[config.mk]
export PLATFORM = sky130hd
export DESIGN_NAME = bcpa_port
export DESIGN_NICKNAME = d
export VERILOG_FILES = /design/src/design/bcpa_pkg.sv /design/src/design/bcpa_port.sv
export VERILOG_INCLUDE_DIRS = /design/src /design/src/design
export SDC_FILE = /design/constraint.sdc
export NUM_CORES = 1
export LEC_CHECK = 0
export ABC_CLOCK_PERIOD_IN_PS = 7200
export BUFFER_PORTS_ARGS = -buffer_cell sky130_fd_sc_hd__buf_2
export CAP_MARGIN = 15
export CORE_MARGIN = 4
export CORE_UTILIZATION = 55
export CTS_CLUSTER_DIAMETER = 60
export DETAILED_ROUTE_END_ITERATION = 16
export PLACE_DENSITY = 0.87
export SYNTH_ARGS = -nofsm -noshare
export SYNTH_HDL_FRONTEND = slang
export SYNTH_SLANG_ARGS = --single-unit
[constraint.sdc]
create_clock -name i_clk -period 7.2 [get_ports i_clk]
set_input_delay 1.44 -clock i_clk [delete_from_list [all_inputs] [get_ports i_clk]]
set_output_delay 1.44 -clock i_clk [all_outputs]
set_load 0.005 [all_outputs]
[src/design/bcpa_map.svh]
// bcpa_map.svh: offsets, field positions and reset values of the port block
// assumes byte addresses on a 32-bit apb word bus
`ifndef BCPA_MAP_SVH
`define BCPA_MAP_SVH
// register indexes, byte address is index times four
`define BCPA_IDX_LOW_DATA     8'h01
`define BCPA_IDX_CTL_DATA     8'h08
`define BCPA_IDX_CTL_DIR      8'h09
`define BCPA_IDX_ASSIGN       8'h0a
`define BCPA_IDX_MODE         8'h0b
`define BCPA_IDX_LOW_DIR      8'h03
`define BCPA_IDX_PULL         8'h0c
// assignment register fields
`define BCPA_NO_DATA_ENABLE_BIT         7
`define BCPA_CLOCK_GEN_TEST_ENABLE_BIT        6
`define BCPA_PIPE_OUTPUT_ENABLE_BIT        5
`define BCPA_NO_E_CLOCK_BIT        4
`define BCPA_LOW_STROBE_ENABLE_BIT        3
`define BCPA_READ_WRITE_ENABLE_BIT         2
`define BCPA_CALIBRATION_ENABLE_BIT         1
`define BCPA_DATA_ENABLE_SELECT_BIT        0
// write-once assignment bits (all but calibration enable)
`define BCPA_ONCE_MASK        8'hfd
// assignment reset values per mode
`define BCPA_RST_NORM_EXP     8'h00
`define BCPA_RST_SPEC         8'h2c
`define BCPA_RST_PERIPH       8'hd0
`define BCPA_RST_NORM_SC      8'h90
// mode register fields of our own register
`define BCPA_EME_BIT          0
`define BCPA_E_STRETCH_BIT         1
// mode register bits that exist
`define BCPA_MODE_MASK        8'h03
// direction bits that exist on the control port
`define BCPA_CTL_DIR_MASK     8'hfc
// pull-up bit position in the pull register
`define BCPA_PUPE_BIT         4
`define BCPA_PULL_RST         8'h10
// control pins that carry a pull-up: 7, 3, 2, 1 and 0
`define BCPA_PULL_PINS        8'h8f
// bits of the byte lanes within a word
`define BCPA_LANE0_MSB        7
`define BCPA_LANE1_LSB        8
`define BCPA_LANE1_MSB        15
`endif

[src/design/bcpa_pkg.sv]
// bcpa_pkg.sv: types of the bus control port assignment block
// assumes nothing beyond a standard sv compiler
package bcpa_pkg;
  // operating modes strapped by the mode select pins
  typedef enum logic [2:0] {
    BCPA_NORM_SC,
    BCPA_NORM_EXP_NARROW,
    BCPA_NORM_EXP_WIDE,
    BCPA_PERIPH,
    BCPA_SPEC_SC,
    BCPA_SPEC_EXP_NARROW,
    BCPA_SPEC_EXP_WIDE
  } bcpa_mode_t;
endpackage

[src/design/bcpa_port.sv]
// bcpa_port.sv: low port and control port pin logic with apb registers
// assumes a 125 mhz core clock, async high reset, mode fixed from reset
//
// How it works
// - expanded wide/periph: low pins multiplex address, data
// - single chip: low pins are direction-steered gpio; expanded narrow: address only
// - low data register leaves map when expanded
// - control pins gpio unless assignment selects alternate
// - control data/dir leave map: periph, emulate
// - direction 0 input, 1 output; bits 7..2
// - interrupt pins never outputs, always readable
// - one pull bit for strobe-type input pins
// - alternate selection overrides direction bit
// - normal single chip resets all gpio
// - normal expanded resets data enable, e clock only
// - special expanded modes reset bus control functions active
// - peripheral: assignment hidden, clock test set
// - no-data-enable picks pin 7 function
// - write-once normal, skip-first special
// - clock test bit: never in normal, routing
// - pipe enable puts queue status on 6,5
// - no-e-clock write rules per mode
// - e clock input in peripheral, else output
// - clear no-e-clock gives e clock on pin 4
// - one 16-bit write sets assignment and stretch
// - low strobe enable drives pin 3
// - read/write enable drives pin 2
// - data-enable select picks inverted e or enable
`timescale 1ns/10ps
`include "bcpa_map.svh"
module bcpa_port (
  // clock and reset
  input  wire logic                  i_clk,
  input  wire logic                  i_rst,
  // operating mode, stable from reset
  input  wire bcpa_pkg::bcpa_mode_t  i_mode,
  // apb slave
  input  wire logic                  i_psel,
  input  wire logic                  i_penable,
  input  wire logic                  i_pwrite,
  input  wire logic [7:0]            i_paddr,
  input  wire logic [31:0]           i_pwdata,
  input  wire logic [3:0]            i_pstrb,
  output logic                       o_pready,
  output logic [31:0]                o_prdata,
  output logic                       o_pslverr,
  // core bus side signals to put on the pins
  input  wire logic [7:0]            i_bus_addr_lo,
  input  wire logic [7:0]            i_bus_data_lo,
  input  wire logic                  i_bus_data_phase,
  input  wire logic                  i_bus_data_oe,
  input  wire logic                  i_e_clock,
  input  wire logic                  i_data_bus_enable,
  input  wire logic                  i_low_strobe,
  input  wire logic                  i_read_write,
  input  wire logic [1:0]            i_pipe_status,
  input  wire logic                  i_clock_gen_test,
  input  wire logic                  i_calibration,
  // low port pins
  input  wire logic [7:0]            i_low_pin,
  output logic [7:0]                 o_low_pin,
  output logic [7:0]                 o_low_pin_oe,
  // control port pins
  input  wire logic [7:0]            i_ctl_pin,
  output logic [7:0]                 o_ctl_pin,
  output logic [7:0]                 o_ctl_pin_oe,
  output logic [7:0]                 o_ctl_pullup,
  // synchronised interrupt pin levels and external e clock in
  output logic [1:0]                 o_irq_level,
  output logic                       o_e_clock_in
);
  import bcpa_pkg::*;

  // mode decode
  // the mode straps are held from before reset release, so these
  // decodes are treated as static and read without synchronising
  logic is_sc, is_special, is_periph, is_exp, is_narrow, is_norm_exp;
  assign is_sc      = (i_mode == BCPA_NORM_SC) || (i_mode == BCPA_SPEC_SC);
  assign is_periph  = (i_mode == BCPA_PERIPH);
  assign is_special = (i_mode == BCPA_SPEC_SC) ||
                      (i_mode == BCPA_SPEC_EXP_NARROW) ||
                      (i_mode == BCPA_SPEC_EXP_WIDE);
  assign is_exp     = !is_sc && !is_periph;
  assign is_narrow  = (i_mode == BCPA_NORM_EXP_NARROW) ||
                      (i_mode == BCPA_SPEC_EXP_NARROW);
  assign is_norm_exp = (i_mode == BCPA_NORM_EXP_NARROW) ||
                       (i_mode == BCPA_NORM_EXP_WIDE);

  // pin synchronisers, first stage read only by second
  logic [7:0] low_s1_q, low_s2_q;     // low port input sync
  logic [7:0] ctl_s1_q, ctl_s2_q;     // control port input sync
  always_ff @(posedge i_clk or posedge i_rst) begin
    if (i_rst) begin
      low_s1_q <= 8'h00;
      low_s2_q <= 8'h00;
      ctl_s1_q <= 8'h00;
      ctl_s2_q <= 8'h00;
    end else begin
      low_s1_q <= i_low_pin;
      low_s2_q <= low_s1_q;
      ctl_s1_q <= i_ctl_pin;
      ctl_s2_q <= ctl_s1_q;
    end
  end

  // registers
  // the low port pair is only reachable in single chip; in the
  // other modes those pins belong to the external bus
  logic [7:0] low_data_q;       // low port output latch
  logic [7:0] low_dir_q;        // low port direction
  logic [7:0] ctl_data_q;       // control port output latch
  logic [7:0] ctl_dir_q;        // control port direction
  logic [7:0] assign_q;         // assignment register
  logic [7:0] mode_reg_q;       // emulate and stretch bits
  logic [7:0] pull_q;           // pull-up control
  logic       first_wr_q;       // no assignment write seen yet
  logic       rst_seen_q;       // mode-dependent reset applied

  // apb decode, two cycle access phase
  // hidden and misaligned offsets fall through with no hit, which
  // the answer process turns into an error and zero read data
  logic       acc, wr;
  logic       hit_low_data, hit_low_dir, hit_ctl_data, hit_ctl_dir;
  logic       hit_assign, hit_mode, hit_pull, hit_any;
  logic [7:0] idx;
  assign acc = i_psel && i_penable && !o_pready;
  assign wr  = acc && i_pwrite;
  assign idx = {2'h0, i_paddr[7:2]};
  always_comb begin
    hit_low_data = 1'b0;
    hit_low_dir  = 1'b0;
    hit_ctl_data = 1'b0;
    hit_ctl_dir  = 1'b0;
    hit_assign   = 1'b0;
    hit_mode     = 1'b0;
    hit_pull     = 1'b0;
    if (i_paddr[1:0] != 2'h0) begin
      // misaligned, unmapped
    end else if (idx == `BCPA_IDX_LOW_DATA) begin
      hit_low_data = is_sc;
    end else if (idx == `BCPA_IDX_LOW_DIR) begin
      hit_low_dir = is_sc;
    end else if (idx == `BCPA_IDX_CTL_DATA) begin
      hit_ctl_data = !is_periph &&
                     !(is_exp && mode_reg_q[`BCPA_EME_BIT]);
    end else if (idx == `BCPA_IDX_CTL_DIR) begin
      hit_ctl_dir = !is_periph &&
                    !(is_exp && mode_reg_q[`BCPA_EME_BIT]);
    end else if (idx == `BCPA_IDX_ASSIGN) begin
      hit_assign = !is_periph;
    end else if (idx == `BCPA_IDX_MODE) begin
      hit_mode = 1'b1;
    end else if (idx == `BCPA_IDX_PULL) begin
      hit_pull = !is_periph;
    end
  end
  assign hit_any = hit_low_data | hit_low_dir | hit_ctl_data |
                   hit_ctl_dir | hit_assign | hit_mode | hit_pull;

  // assignment writes: lane 0 holds assignment, lane 1 the mode byte
  logic       asg_wr, mode_wr;
  logic [7:0] asg_mask;
  logic [7:0] asg_wdata;
  assign asg_wdata = i_pwdata[`BCPA_LANE0_MSB:0];
  // a 16-bit word write at the assignment offset also reaches mode
  assign asg_wr  = wr && hit_assign && i_pstrb[0];
  assign mode_wr = wr && ((hit_mode && i_pstrb[0]) ||
                          (hit_assign && i_pstrb[1]));
  // which assignment bits this write may change: normal modes take
  // the first write only, special modes skip it and take the rest;
  // calibration enable is free, clock test never changes in normal
  always_comb begin
    asg_mask = 8'h00;
    asg_mask[`BCPA_CALIBRATION_ENABLE_BIT] = 1'b1; // calibration: any time
    if (is_special) begin
      if (!first_wr_q) begin
        asg_mask = asg_mask | `BCPA_ONCE_MASK;
      end
    end else if (first_wr_q) begin
      asg_mask = asg_mask | `BCPA_ONCE_MASK;
      asg_mask[`BCPA_CLOCK_GEN_TEST_ENABLE_BIT] = 1'b0;
    end
    // no-e-clock has its own write rules
    asg_mask[`BCPA_NO_E_CLOCK_BIT] = 1'b0;
    if (i_mode == BCPA_NORM_SC) begin
      asg_mask[`BCPA_NO_E_CLOCK_BIT] = first_wr_q;
    end else if (i_mode == BCPA_SPEC_SC) begin
      asg_mask[`BCPA_NO_E_CLOCK_BIT] = 1'b1;
    end
  end

  // mode-dependent reset of assignment, taken after reset release
  // the reset branch loads a constant only; the mode-specific value
  // lands one edge later so the async reset stays constant-only
  always_ff @(posedge i_clk or posedge i_rst) begin
    if (i_rst) begin
      rst_seen_q <= 1'b0;
      first_wr_q <= 1'b1;
      assign_q   <= 8'h00;
    end else if (!rst_seen_q) begin
      rst_seen_q <= 1'b1;
      if (i_mode == BCPA_NORM_SC) begin
        assign_q <= `BCPA_RST_NORM_SC;
      end else if (is_norm_exp) begin
        assign_q <= `BCPA_RST_NORM_EXP;
      end else if (is_periph) begin
        assign_q <= `BCPA_RST_PERIPH;
      end else begin
        assign_q <= `BCPA_RST_SPEC;
      end
    end else if (asg_wr) begin
      first_wr_q <= 1'b0;
      assign_q   <= (assign_q & ~asg_mask) | (asg_wdata & asg_mask);
    end
  end

  // port data, direction, mode byte and pull-up writes
  always_ff @(posedge i_clk or posedge i_rst) begin
    if (i_rst) begin
      low_data_q <= 8'h00;
      low_dir_q  <= 8'h00;
      ctl_data_q <= 8'h00;
      ctl_dir_q  <= 8'h00;
      mode_reg_q <= 8'h00;
      pull_q     <= `BCPA_PULL_RST;
    end else begin
      if (wr && hit_low_data && i_pstrb[0]) begin
        low_data_q <= i_pwdata[`BCPA_LANE0_MSB:0];
      end
      if (wr && hit_low_dir && i_pstrb[0]) begin
        low_dir_q <= i_pwdata[`BCPA_LANE0_MSB:0];
      end
      if (wr && hit_ctl_data && i_pstrb[0]) begin
        ctl_data_q <= i_pwdata[`BCPA_LANE0_MSB:0];
      end
      if (wr && hit_ctl_dir && i_pstrb[0]) begin
        ctl_dir_q <= i_pwdata[`BCPA_LANE0_MSB:0] & `BCPA_CTL_DIR_MASK;
      end
      if (mode_wr) begin
        // mode byte from lane 1 on a 16-bit assignment write
        mode_reg_q <= (hit_assign ?
                       i_pwdata[`BCPA_LANE1_MSB:`BCPA_LANE1_LSB] :
                       i_pwdata[`BCPA_LANE0_MSB:0]) & `BCPA_MODE_MASK;
      end
      if (wr && hit_pull && i_pstrb[0]) begin
        pull_q <= i_pwdata[`BCPA_LANE0_MSB:0];
      end
    end
  end

  // control port function selection
  // one pass decides, per pin, whether an alternate function owns
  // it; a pin left unowned falls back to its direction bit
  logic [7:0] alt_sel;     // pin driven by alternate output
  logic [7:0] alt_val;     // alternate output value
  logic [7:0] ctl_oe;      // effective output enables
  logic       e_on, pipe_on, cgm_on;
  always_comb begin
    alt_sel = 8'h00;
    alt_val = 8'h00;
    // pin 7: data enable, inverted e, or calibration
    if (is_exp && !assign_q[`BCPA_NO_DATA_ENABLE_BIT]) begin
      alt_sel[7] = 1'b1;
      alt_val[7] = assign_q[`BCPA_DATA_ENABLE_SELECT_BIT] ?
                   !i_e_clock : i_data_bus_enable;
    end else if (assign_q[`BCPA_CALIBRATION_ENABLE_BIT]) begin
      alt_sel[7] = 1'b1;
      alt_val[7] = i_calibration;
    end
    // pins 6 and 5: pipe status, pin 6 clock test
    pipe_on = is_exp && assign_q[`BCPA_PIPE_OUTPUT_ENABLE_BIT];
    cgm_on  = assign_q[`BCPA_CLOCK_GEN_TEST_ENABLE_BIT] && !is_sc && !is_norm_exp;
    if (pipe_on) begin
      alt_sel[6] = 1'b1;
      alt_sel[5] = 1'b1;
      alt_val[6] = i_pipe_status[1];
      alt_val[5] = i_pipe_status[0];
    end else if (cgm_on) begin
      alt_sel[6] = 1'b1;
      alt_val[6] = i_clock_gen_test;
    end
    // pin 4: e clock, stretch must be clear in single chip
    e_on = !assign_q[`BCPA_NO_E_CLOCK_BIT] &&
           !(is_sc && mode_reg_q[`BCPA_E_STRETCH_BIT]);
    if (e_on && !is_periph) begin
      alt_sel[4] = 1'b1;
      alt_val[4] = i_e_clock;
    end
    // pins 3 and 2: strobe and read/write
    if (assign_q[`BCPA_LOW_STROBE_ENABLE_BIT] && !is_sc &&
        (i_mode != BCPA_NORM_EXP_NARROW)) begin
      alt_sel[3] = 1'b1;
      alt_val[3] = i_low_strobe;
    end
    if (assign_q[`BCPA_READ_WRITE_ENABLE_BIT] && !is_sc) begin
      alt_sel[2] = 1'b1;
      alt_val[2] = i_read_write;
    end
    // alternate overrides direction, interrupt pins never drive
    ctl_oe = alt_sel | (ctl_dir_q & ~alt_sel);
    // pin 4 is the e clock input in peripheral mode whatever the
    // no-e-clock bit says, so it must never drive there
    if (is_periph) begin
      ctl_oe[4] = 1'b0;
    end
    ctl_oe[1:0] = 2'h0;
  end

  // pin output flops
  // everything leaving the block is registered so pins change only
  // one edge after the register, mode or alternate that causes them
  always_ff @(posedge i_clk or posedge i_rst) begin
    if (i_rst) begin
      o_ctl_pin    <= 8'h00;
      o_ctl_pin_oe <= 8'h00;
      o_ctl_pullup <= 8'h00;
      o_low_pin    <= 8'h00;
      o_low_pin_oe <= 8'h00;
      o_irq_level  <= 2'h0;
      o_e_clock_in <= 1'b0;
    end else begin
      o_ctl_pin    <= (alt_val & alt_sel) | (ctl_data_q & ~alt_sel);
      o_ctl_pin_oe <= ctl_oe;
      // pull-ups on 7,3,2,1,0 only while input
      o_ctl_pullup <= {8{pull_q[`BCPA_PUPE_BIT]}} & ~ctl_oe &
                      `BCPA_PULL_PINS;
      o_irq_level  <= ctl_s2_q[1:0];
      o_e_clock_in <= is_periph && ctl_s2_q[4];
      if (is_sc) begin
        o_low_pin    <= low_data_q;
        o_low_pin_oe <= low_dir_q;
      end else if (is_narrow || !i_bus_data_phase) begin
        o_low_pin    <= i_bus_addr_lo;
        o_low_pin_oe <= 8'hff;
      end else begin
        o_low_pin    <= i_bus_data_lo;
        o_low_pin_oe <= {8{i_bus_data_oe}};
      end
    end
  end

  // apb answer: one wait state, unmapped gives error and zero data
  // a write lands on the edge that raises pready; the read value is
  // captured on that same edge and held for the single ready cycle
  always_ff @(posedge i_clk or posedge i_rst) begin
    if (i_rst) begin
      o_pready  <= 1'b0;
      o_prdata  <= 32'h0000_0000;
      o_pslverr <= 1'b0;
    end else begin
      o_pready  <= acc;
      o_pslverr <= acc && !hit_any;
      o_prdata  <= 32'h0000_0000;
      if (acc && !i_pwrite) begin
        if (hit_low_data) begin
          o_prdata[7:0] <= (low_data_q & low_dir_q) |
                           (low_s2_q & ~low_dir_q);
        end else if (hit_low_dir) begin
          o_prdata[7:0] <= low_dir_q;
        end else if (hit_ctl_data) begin
          o_prdata[7:0] <= (ctl_data_q & ctl_oe) |
                           (ctl_s2_q & ~ctl_oe);
        end else if (hit_ctl_dir) begin
          o_prdata[7:0] <= ctl_dir_q;
        end else if (hit_assign) begin
          o_prdata[15:0] <= {mode_reg_q, assign_q};
        end else if (hit_mode) begin
          o_prdata[7:0] <= mode_reg_q;
        end else if (hit_pull) begin
          o_prdata[7:0] <= pull_q;
        end
      end
    end
  end
endmodule

==> results.md, run 1 <==
- IO buf count: ~120
- Grt ovf: 0
- Die Y: around 110 µm
- Largest net degree at the start of global routing: around 80
- Initial DRC count: between 300 and 400
- Die area: roughly 12,000 µm²
- Final Skew: about 0.006 ns
- Seq/Total Area, Yosys: 0.562
- Io pins: ~170
- Worst path required time: approximately 7.6 ns
- CTS tree: done
- Actual slew at the worst max-slew pin: between 1 and 1.5 ns
- Num CTS Buffers: 17
- Fin. max-slew vios: 0
- Worst R2R Path Depth: 5
- Core Region: between 10,000 and 15,000 µm²
- Final Hold Fails: 0
- Kind of critical path: input pin to flop
- CTS Hold Bufs: 0
- FF+latch count, synth: 131
- Hold crit path type: flop to flop
- # DRC: 0
- FILL cells: approximately 720
- Die W: roughly 110 µm
- Clk Latency, worst-skew pair: between 0.5 and 0.6 ns
- Final wirelength: about 15,000 µm
- Worst Path Max Fanout: 13
- Seq pwr share: 0.432
- Antenna Nets Post-Route: 0
- Distinct cells, synth: 66
- Yosys top cell area share: 0.553
- Nets: slightly below 700
- Clock transition at path regs: roughly 0.06 ns
- EDFF count, synth: 0
- Cell row count: 37
- Vias in the first global route: 4,428
- Layout cells sized above 1: 0.377
- Layout area overhead: 20.1%
- Combinational fraction of design power: 0.078
- Net switching power: roughly 420 µW
- Gate Count Post-Synth: around 470
- Area contributors post-synth: dfrtp_1, mux2_2, buf_4
- Int Pwr: about 1400 µW
- Status: complete, no violations
- Crit start category: input pin
- 1st-pass router iterations: 5
- Synth area leader: dfrtp_1
- Reg2Reg Setup Slack: approximately 4.9 ns
- First-pass GRT wire length: approximately 23,000 µm
- Sink Count: between 100 and 150
- Top_reg_cell synth: dfrtp_1
- Peak VDD IR: 0.190 mV
- Critical path arrival: around 3.7 ns
- H-tree depth: 4
- Endpoints failing setup: 0
- Gpl congestion: 0.919
- Most common cell after layout, fill and taps aside: dfrtp_1
- Post-CTS Setup Inserts: 0
- Global-route usage over all layers: 0.238
- Async S/R FF share, synth: 1.00
- Hpwl dp: 10,000 µm
- # resized after CTS: 0
- WL/cell: roughly 20 µm
- Mean Syn Cell Area: about 12 µm²
- Most frequent cells in the layout: dfrtp_1, buf_2, mux2_2
- Leakage dissipation: around 0.0035 µW
- CTS root buffer: clkbuf_8
- Initial antenna violation count: 0
- PwrDens: 257 nW/µm²
- Antenna diodes: 0
- Switching share of power: 0.232
- Slew HR: 0.323
- Max-cap violation count: 0
- Fin util: 0.679
- Final Cycle Share: 0.468
- Unrepaired setup endpoints after global routing: false
- Setup TNS: 0 ns
- Vias: between 4,000 and 5,000
- Total Power: 1800 µW
- Yosys warning count: 0
- Fmax: ~300 MHz
- Starting Density: 0.565
- Crit path time final: 3.37 ns
- Mapped Area: just under 6000 µm²
- Worst Setup End Kind: flop
- Clock share of power: 0.490
- Hold depth: 0
- Clk buf depth: 2
- Via/cell ratio: approximately 5.7
cells by family after synthesis:
group | share of synthesized area
other cells | 0.00129
flops | 0.562
mux | 0.130
compound gates | 0.121
buf+inv | 0.0654
fa+ha+maj | 0.00214
simple gates | 0.118
stage by stage:
stage	instances	hold WS, ns	worst slack (ns)	area, µm²
after global routing	738	0.358	3.81	7010
after global placement	706	0.332	3.55	6390
after floorplan	498	0.331	2.27	5930
final	738	0.344	3.83	7010
after CTS	738	0.349	3.92	7010
after detailed placement	706	0.336	3.51	6390
registers in the layout (all words and copies together) (netlist names), named ones only:
register      count
o_prdata         10
ctl_data_q        8
ctl_s1_q          8
ctl_s2_q          8
low_data_q        8
low_dir_q         8
low_s1_q          8
low_s2_q          8
o_ctl_pin         8
o_low_pin         8
o_low_pin_oe      8
pull_q            8
ctl_dir_q         6
o_ctl_pin_oe      6
o_ctl_pullup      4
assign_q          2
mode_reg_q        2
o_irq_level       2
first_wr_q        1
o_e_clock_in      1
o_pready          1
o_pslverr         1
rst_seen_q        1
routing by layer:
layer,vias to the layer above,track usage,share of wire
li1,1885,-,-
met1,2063,0.292,0.39
met2,245,0.398,0.49
met3,40,0.0715,0.094
met4,0,0.0862,0.026
met5,-,0,0
power groups by stage:
stage / Combinational (µW) / Clock [µW] / Sequential (µW)
2_1_floorplan: 89.1 / 0 / 790
3_3_place_gp: 135 / 0 / 790
3_5_place_dp: 139 / 0 / 791
4_1_cts: 141 / 892 / 778
5_1_grt: 154 / 934 / 781
6_report: 141 / 883 / 778
area by class of cell:
class	count	area [µm²]	area share
Timing Repair Buffer	121	611	0.0871
Inverter	15	58.8	0.00839
Clock inverter	11	149	0.0212
Multi-Input combinational cell	303	2270	0.324
Clock buffer	21	469	0.0669
Tap cell	136	170	0.0243
Sequential cell	131	3280	0.468
critical path: stages:
cell,delay (ns)
buf_2,0.26
nor2b_1,0.80
nand3b_4,0.26
or4_1,0.61
o21ai_0,0.26
a32oi_1,0.10
synth_stat cells, types with 3 or more instances:
cell        n
dfrtp_1   129
mux2_2     50
buf_4      30
a21oi_1    25
o21ai_0    21
nand2_1    18
mux2i_1    17
nor2b_1    15
inv_1      14
nor2_1     12
a211oi_1   10
a21o_1     10
clkbuf_1   10
a22oi_1     8
nor3_1      7
a31oi_1     6
and2_1      5
and3_1      5
buf_2       5
nand2b_1    5
nand3_1     5
a221oi_1    3
buf_6       3
nand3b_4    3
nor4_4      3
o211ai_1    3
or4_1       3
path summary, 6_finish.rpt:
kind / startpoint / to
hold / removal: low_s1_q[3]$_DFF_PP0_ / low_s2_q[3]$_DFF_PP0_
max in group asynchronous: i_rst / o_low_pin[5]$_DFF_PP0_
setup / recovery: i_paddr[3] / flop
min in group asynchronous: i_rst / o_ctl_pin[3]$_DFF_PP0_
hold reg to reg: low_s1_q[3]$_DFF_PP0_ / low_s2_q[3]$_DFF_PP0_
setup reg to reg: o_pready$_DFF_PP0_ / ctl_data_q[7]$_DFFE_PP0P_
No activity file was read; power rests on OpenSTA's default activity.
==> run 2, diff against run 1 <==
--- a/config.mk
+++ b/config.mk
@@ -6,14 +6,14 @@
 export SDC_FILE = /design/constraint.sdc
 export NUM_CORES = 1
 export LEC_CHECK = 0
-export ABC_CLOCK_PERIOD_IN_PS = 7200
+export ABC_CLOCK_PERIOD_IN_PS = 3100
 export BUFFER_PORTS_ARGS = -buffer_cell sky130_fd_sc_hd__buf_2
 export CAP_MARGIN = 15
 export CORE_MARGIN = 4
-export CORE_UTILIZATION = 55
+export CORE_UTILIZATION = 47
 export CTS_CLUSTER_DIAMETER = 60
 export DETAILED_ROUTE_END_ITERATION = 16
-export PLACE_DENSITY = 0.87
+export PLACE_DENSITY = 0.79
 export SYNTH_ARGS = -nofsm -noshare
 export SYNTH_HDL_FRONTEND = slang
 export SYNTH_SLANG_ARGS = --single-unit
==> constraint.sdc (replaced) <==
create_clock -name i_clk -period 3.1 [get_ports i_clk]
set_input_delay 0.62 -clock i_clk [delete_from_list [all_inputs] [get_ports i_clk]]
set_output_delay 0.62 -clock i_clk [all_outputs]
set_load 0.005 [all_outputs]
==> run 2 against run 1 <==
Net effect:
- hold slack got worse by 0.037 ns
- sequential power up 130%
- critical path type unchanged
- clock skew hardly changed
- worst setup slack got worse by 3.0 ns
- via count shrank 2.1%
- count of clock-buffer cells in the layout rose by 3
- combinational power increased by 140%
- largest power group unchanged
- register-to-register slack got worse by 3.9 ns
- final cell count rose by 5.3%
==> results.md, run 2 (synthesized netlist as in run 1, its figures left out) <==
- # resized after CTS: 0 (unchanged)
- Setup TNS: 0 ns (unchanged)
- Seq pwr share: 0.455 (+0.023)
- Hold worst-path end: low_s1_q[5]$_DFF_PP0_
- Nets: 693 (+1.3%)
- Layout cells sized above 1: 0.378 (+0.000592)
- Most common cell after layout, fill and taps aside: dfrtp_1
- Switching share of power: 0.230 (-0.00190)
- Combinational fraction of design power: 0.084 (+0.006)
- # DRC: 0 (unchanged)
- Hpwl dp: 10,200 µm (+1.9%)
- Clock share of power: 0.461 (-0.029)
- Fin util: 0.584 (-0.0945)
- IO buf count: 119 (unchanged)
- CTS tree: done
- Die Y: 119 µm (+7.6%)
- Layout area overhead: 20.8%
- Status: complete, no violations
- Clk buf depth: 2 (unchanged)
- Worst path required time: 3.39 ns (-4.18 ns)
- Peak VDD IR: 0.391 mV (+110%)
- Via/cell ratio: 5.33 (-7.0%)
- Final wirelength: 14,500 µm (-1.3%)
- Max reg flops: 10 (unchanged)
- Cell row count: 40 (+8.1%)
- Slew HR: 0.532 (+0.209)
- Placed cell area: 6510 µm² (+1.9%)
- Unrepaired setup endpoints after global routing: false
- CTS Hold Bufs: 0 (unchanged)
- CTS root buffer: clkbuf_16
- Int Pwr: 3060 µW (+120%)
- Leakage dissipation: 0.00349 µW (+0.54%)
- Most frequent cells in the layout: dfrtp_1, buf_2, mux2_2
- 1st-pass router iterations: 5 (unchanged)
- Antenna diodes: 0 (unchanged)
- Clock transition at path regs: 0.05 ns (about the same)
- Core Region: 12,100 µm² (+17%)
- Kind of critical path: input pin to flop
- First-pass GRT wire length: 22,800 µm (-0.66%)
- Final Hold Fails: 0 (unchanged)
- Hold crit path type: input pin to flop
- Num CTS Buffers: 17 (unchanged)
- Largest net degree at the start of global routing: 132 (+69%)
- Worst Path Max Fanout: 28 (+15)
- Largest Register: o_prdata
- Hold path startpoint: i_low_pin[5]
- Fin. max-slew vios: 0 (unchanged)
- Net switching power: 912 µW (+120%)
- Hold depth: 1 (+1)
- Fmax: approximately 440 MHz
- Sink Count: 131 (unchanged)
- Final instance area: 7050 µm² (+0.57%)
- Post-CTS Setup Inserts: 0 (unchanged)
- Worst Setup End Kind: flop
- Reg2Reg Capture Point: o_prdata[6]$_DFF_PP0_
- Starting Density: 0.484 (-0.0814)
- CP max-delay cell: or4_1
- Global-route usage over all layers: 0.211 (-0.0265)
- Gpl congestion: 0.876 (-4.7%)
- PwrDens: 563 nW/µm² (+120%)
- Critical path arrival: 2.56 ns (-1.18 ns)
- Die area: 14,300 µm² (+16%)
- Grt ovf: 0 (unchanged)
- Actual slew at the worst max-slew pin: 0.702 ns (-0.306 ns)
- Crit start category: input pin
- H-tree depth: 4 (unchanged)
- Endpoints failing setup: 0 (unchanged)
- Max-cap violation count: 0 (unchanged)
- Worst R2R Path Depth: 5 (unchanged)
- Vias: 4,144 (-2.1%)
- Worst-path cell chain: buf_2 -> and2_1 -> nor2b_1 -> ha_1 -> or4_1 -> o21ai_0 -> a21oi_1
- Reg2Reg Setup Slack: 1.03 ns (-3.89 ns)
- WL/cell: 18.6 µm (-6.3%)
- Final Skew: 0.00659 ns (+0.000412 ns)
- Clk Latency, worst-skew pair: 0.41 ns (-0.11 ns)
- Final Cycle Share: 0.734
- Crit path time final: around 2.3 ns
- Total Power: 3970 µW (+120%)
- Antenna Nets Post-Route: 0 (unchanged)
- CP max stage delay: 0.58 ns (-0.22 ns)
- Io pins: 171 (unchanged)
- Initial DRC count: 261 (-32%)
- Vias in the first global route: 4,224 (-4.6%)
- Initial antenna violation count: 0 (unchanged)
- Die W: 119 µm (+7.6%)
==> run 2: cell type report <==
type / count / area [µm²]
well taps: 168 / 210
repair buffers: 130 / 691
inverters: 15 / 60.1
flip-flops and latches: 131 / 3280
clock buffers: 24 / 482
clock inverters: 6 / 55.1
fillers: 992 / 5010
multi-input cells: 303 / 2270
==> run 2: how the worst max path moves through the flow <==
stage                     slack (ns)      start  endpoint
final                           0.83  i_mode[0]      flop
after global routing            0.68  i_mode[1]      flop
after CTS                       0.87  i_mode[0]      flop
after detailed placement        0.43  i_mode[1]      flop
after global placement          0.47  i_mode[1]      flop
after floorplan                 0.63  i_mode[1]      flop
==> run 2: metal layers <==
layer | routed length, µm | vias to the layer above | GRT usage
met5 | 0 | - | 0
met4 | 556 | 0 | 0.112
met3 | 1070 | 42 | 0.0665
met2 | 6850 | 170 | 0.331
met1 | 6000 | 2026 | 0.262
li1 | - | 1906 | -
==> run 2: power groups by stage <==
stage | Sequential (µW) | Clock, µW | Combinational, µW
after floorplan | 1830 | 0 | 207
after global placement | 1830 | 0 | 326
after detailed placement | 1840 | 0 | 334
after CTS | 1810 | 1870 | 334
after global routing | 1810 | 1950 | 369
final | 1810 | 1830 | 332
==> run 2: worst max-delay path, delay by kind of cell <==
family | cells | cell delay [ns]
compound gates | 2 | 0.27
simple gates | 3 | 0.93
fa+ha+maj | 1 | 0.32
buf+inv | 1 | 0.42
==> run 2: per-stage QoR <==
| stage | setup WS, ns | hold slack, ns | std cells |
|---|---|---|---|
| 2_1_floorplan | 0.633 | 0.331 | 498 |
| 3_3_place_gp | 0.465 | 0.332 | 747 |
| 3_5_place_dp | 0.433 | 0.335 | 747 |
| 4_1_cts | 0.866 | 0.285 | 777 |
| 5_1_grt | 0.684 | 0.284 | 777 |
| 6_report | 0.826 | 0.307 | 777 |
==> run 3, diff against run 2 <==
--- a/config.mk
+++ b/config.mk
@@ -6,7 +6,7 @@
 export SDC_FILE = /design/constraint.sdc
 export NUM_CORES = 1
 export LEC_CHECK = 0
-export ABC_CLOCK_PERIOD_IN_PS = 3100
+export ABC_CLOCK_PERIOD_IN_PS = 2000
 export BUFFER_PORTS_ARGS = -buffer_cell sky130_fd_sc_hd__buf_2
 export CAP_MARGIN = 15
 export CORE_MARGIN = 4
==> constraint.sdc (replaced) <==
create_clock -name i_clk -period 2 [get_ports i_clk]
set_input_delay 0.4 -clock i_clk [delete_from_list [all_inputs] [get_ports i_clk]]
set_output_delay 0.4 -clock i_clk [all_outputs]
set_load 0.005 [all_outputs]
==> run 3 against run 2 <==
Net effect:
- sequential share of layout area shrank 3.0 points
- routed wire length grew 4.6%
- register-to-register slack lost 0.89 ns
- count of clock-buffer cells in the layout decreased by 2
- design area increased by 6.9%
- largest cell class unchanged
==> results.md, run 3 (synthesized netlist as in run 1, its figures left out) <==
- CTS root buffer: clkbuf_16
- Most common cell after layout, fill and taps aside: dfrtp_1
- Fmax: approximately 540 MHz
- Final Skew: 0.00612 ns (-0.000471 ns)
- Worst path required time: 2.31 ns (-1.08 ns)
- Layout cells sized above 1: 0.437 (+0.0589)
- IO buf count: 119 (unchanged)
- H-tree depth: 4 (unchanged)
- 1st-pass router iterations: 5 (unchanged)
- Core Region: 12,100 µm² (unchanged)
- Final Cycle Share: 0.928
- Die Y: 119 µm (unchanged)
- Final wirelength: 15,100 µm (+4.6%)
- Peak VDD IR: 0.452 mV (+16%)
- Antenna Nets Post-Route: 0 (unchanged)
- Max reg flops: 10 (unchanged)
- Nets: 745 (+7.5%)
- Starting Density: 0.484 (unchanged)
- First-pass GRT wire length: 24,300 µm (+6.4%)
- Final instance area: 7530 µm² (+6.9%)
- FILL cells: 949 (-4.3%)
- Fin util: 0.625 (+0.0402)
- Final Hold Fails: 0 (unchanged)
- Endpoints failing setup: 0 (unchanged)
- Hold crit path type: input pin to flop
- # DRC: 0 (unchanged)
- Slew HR: 0.362 (-0.170)
- CTS Hold Bufs: 0 (unchanged)
- Num CTS Buffers: 17 (unchanged)
- WL/cell: 18.2 µm (-2.1%)
- # resized after CTS: 0 (unchanged)
- Worst Path Max Fanout: 3 (-89%)
- Antenna diodes: 0 (unchanged)
- Status: complete, no violations
- CTS tree: done
- Worst-path cell chain: and4bb_2 -> o31ai_2 -> mux2_2 -> a221o_1 -> o21a_1
- Kind of critical path: flop to flop
- CP max stage delay: 0.38 ns (-0.20 ns)
- Cell row count: 40 (unchanged)
- CP max-delay cell: dfrtp_1
- Crit start category: flop
- Critical path arrival: 2.17 ns (-0.39 ns)
- Via/cell ratio: 5.15 (-3.4%)
- Inst Count DP: 799 (+7.0%)
- Leakage dissipation: 0.00378 µW (+8.1%)
- Post-route non-filler standard cell count: 830 (+6.8%)
- Gpl congestion: 0.921 (+5.2%)
- Worst Setup End Kind: flop
- Initial antenna violation count: 0 (unchanged)
- Most frequent cells in the layout: dfrtp_1, buf_2, buf_4
- Clk Latency, worst-skew pair: 0.42 ns (about the same)
- Fin. max-slew vios: 0 (unchanged)
- Hpwl dp: 11,100 µm (+8.7%)
- Largest net degree at the start of global routing: 132 (unchanged)
- Initial DRC count: 342 (+31%)
- Crit path time final: approximately 1.9 ns
- Sink Count: 131 (unchanged)
- Clock transition at path regs: 0.05 ns (about the same)
- Vias: 4,275 (+3.2%)
- Placed cell area: 6920 µm² (+6.3%)
- Io pins: 171 (unchanged)
- Unrepaired setup endpoints after global routing: false
- Layout area overhead: 29.1%
- Die area: 14,300 µm² (unchanged)
- Max-cap violation count: 0 (unchanged)
- Grt ovf: 0 (unchanged)
- Die W: 119 µm (unchanged)
- Post-CTS Setup Inserts: 0 (unchanged)
- Actual slew at the worst max-slew pin: 0.953 ns (+0.250 ns)
- Vias in the first global route: 4,581 (+8.5%)
- Global-route usage over all layers: 0.221 (+0.0101)
- PwrDens: 866 nW/µm² (+54%)
- Largest Register: o_prdata
- Clk buf depth: 2 (unchanged)
- Setup TNS: 0 ns (unchanged)
## run 3: where the power goes
| part | switching [µW] | leakage [µW] | internal, µW |
|---|---|---|---|
| sequential | 38.9 | 0.00166 | 2760 |
| clock | 1090 | 0.000292 | 2040 |
| combinational | 335 | 0.00182 | 263 |
## run 3: worst paths after layout
path	start	endpoint	slack, ns	depth (start not counted)
hold / removal	i_ctl_pin[7]	ctl_s1_q[7]$_DFF_PP0_	0.08	1
hold reg to reg	low_s1_q[2]$_DFF_PP0_	low_s2_q[2]$_DFF_PP0_	0.34	0
min in group asynchronous	i_rst	low_s1_q[1]$_DFF_PP0_	0.11	3
setup reg to reg	flop	o_prdata[6]$_DFF_PP0_	0.14	5
setup / recovery	flop	o_prdata[6]$_DFF_PP0_	0.14	5
max in group asynchronous	i_rst	low_dir_q[7]$_DFFE_PP0P_	1.26	3
## run 3: through the flow
step | hold WS [ns] | power [µW] | setup WS, ns
after global routing | 0.0633 | 6770 | 0.0688
after CTS | 0.0689 | 6570 | 0.0675
after detailed placement | 0.335 | 3430 | -0.139
final | 0.0826 | 6520 | 0.145
after global placement | 0.333 | 3420 | -0.135
after floorplan | 0.331 | 3170 | -0.0216
## run 3: area by class of cell
cell class                 instances  area (µm²)  area share
timing repair buffer             182        1090       0.145
inverter                          15        60.1     0.00797
clock inverter                     9         129      0.0171
sequential                       131        3280       0.435
clock buffer                      22         474      0.0629
multi-input combinational        303        2290       0.304
tap                              168         210      0.0279
## run 3: worst max-delay path, delay by kind of cell (launching register included)
kind	cells	cell delay, ns
multiplexers	1	0.38
AND/OR/NAND/NOR	1	0.25
flip-flops	1	0.38
AO/OA/AOI/OAI	3	0.75
## run 3: routing by layer
layer  wire length, µm  vias up  share of wire  global-route usage
met4               378        0          0.025              0.0959
met1              6430     2058           0.42               0.284
met3              1080       30          0.072              0.0636
met5                 0        -              0                   0
met2              7240      184           0.48               0.351
li1                  -     2003              -                   -
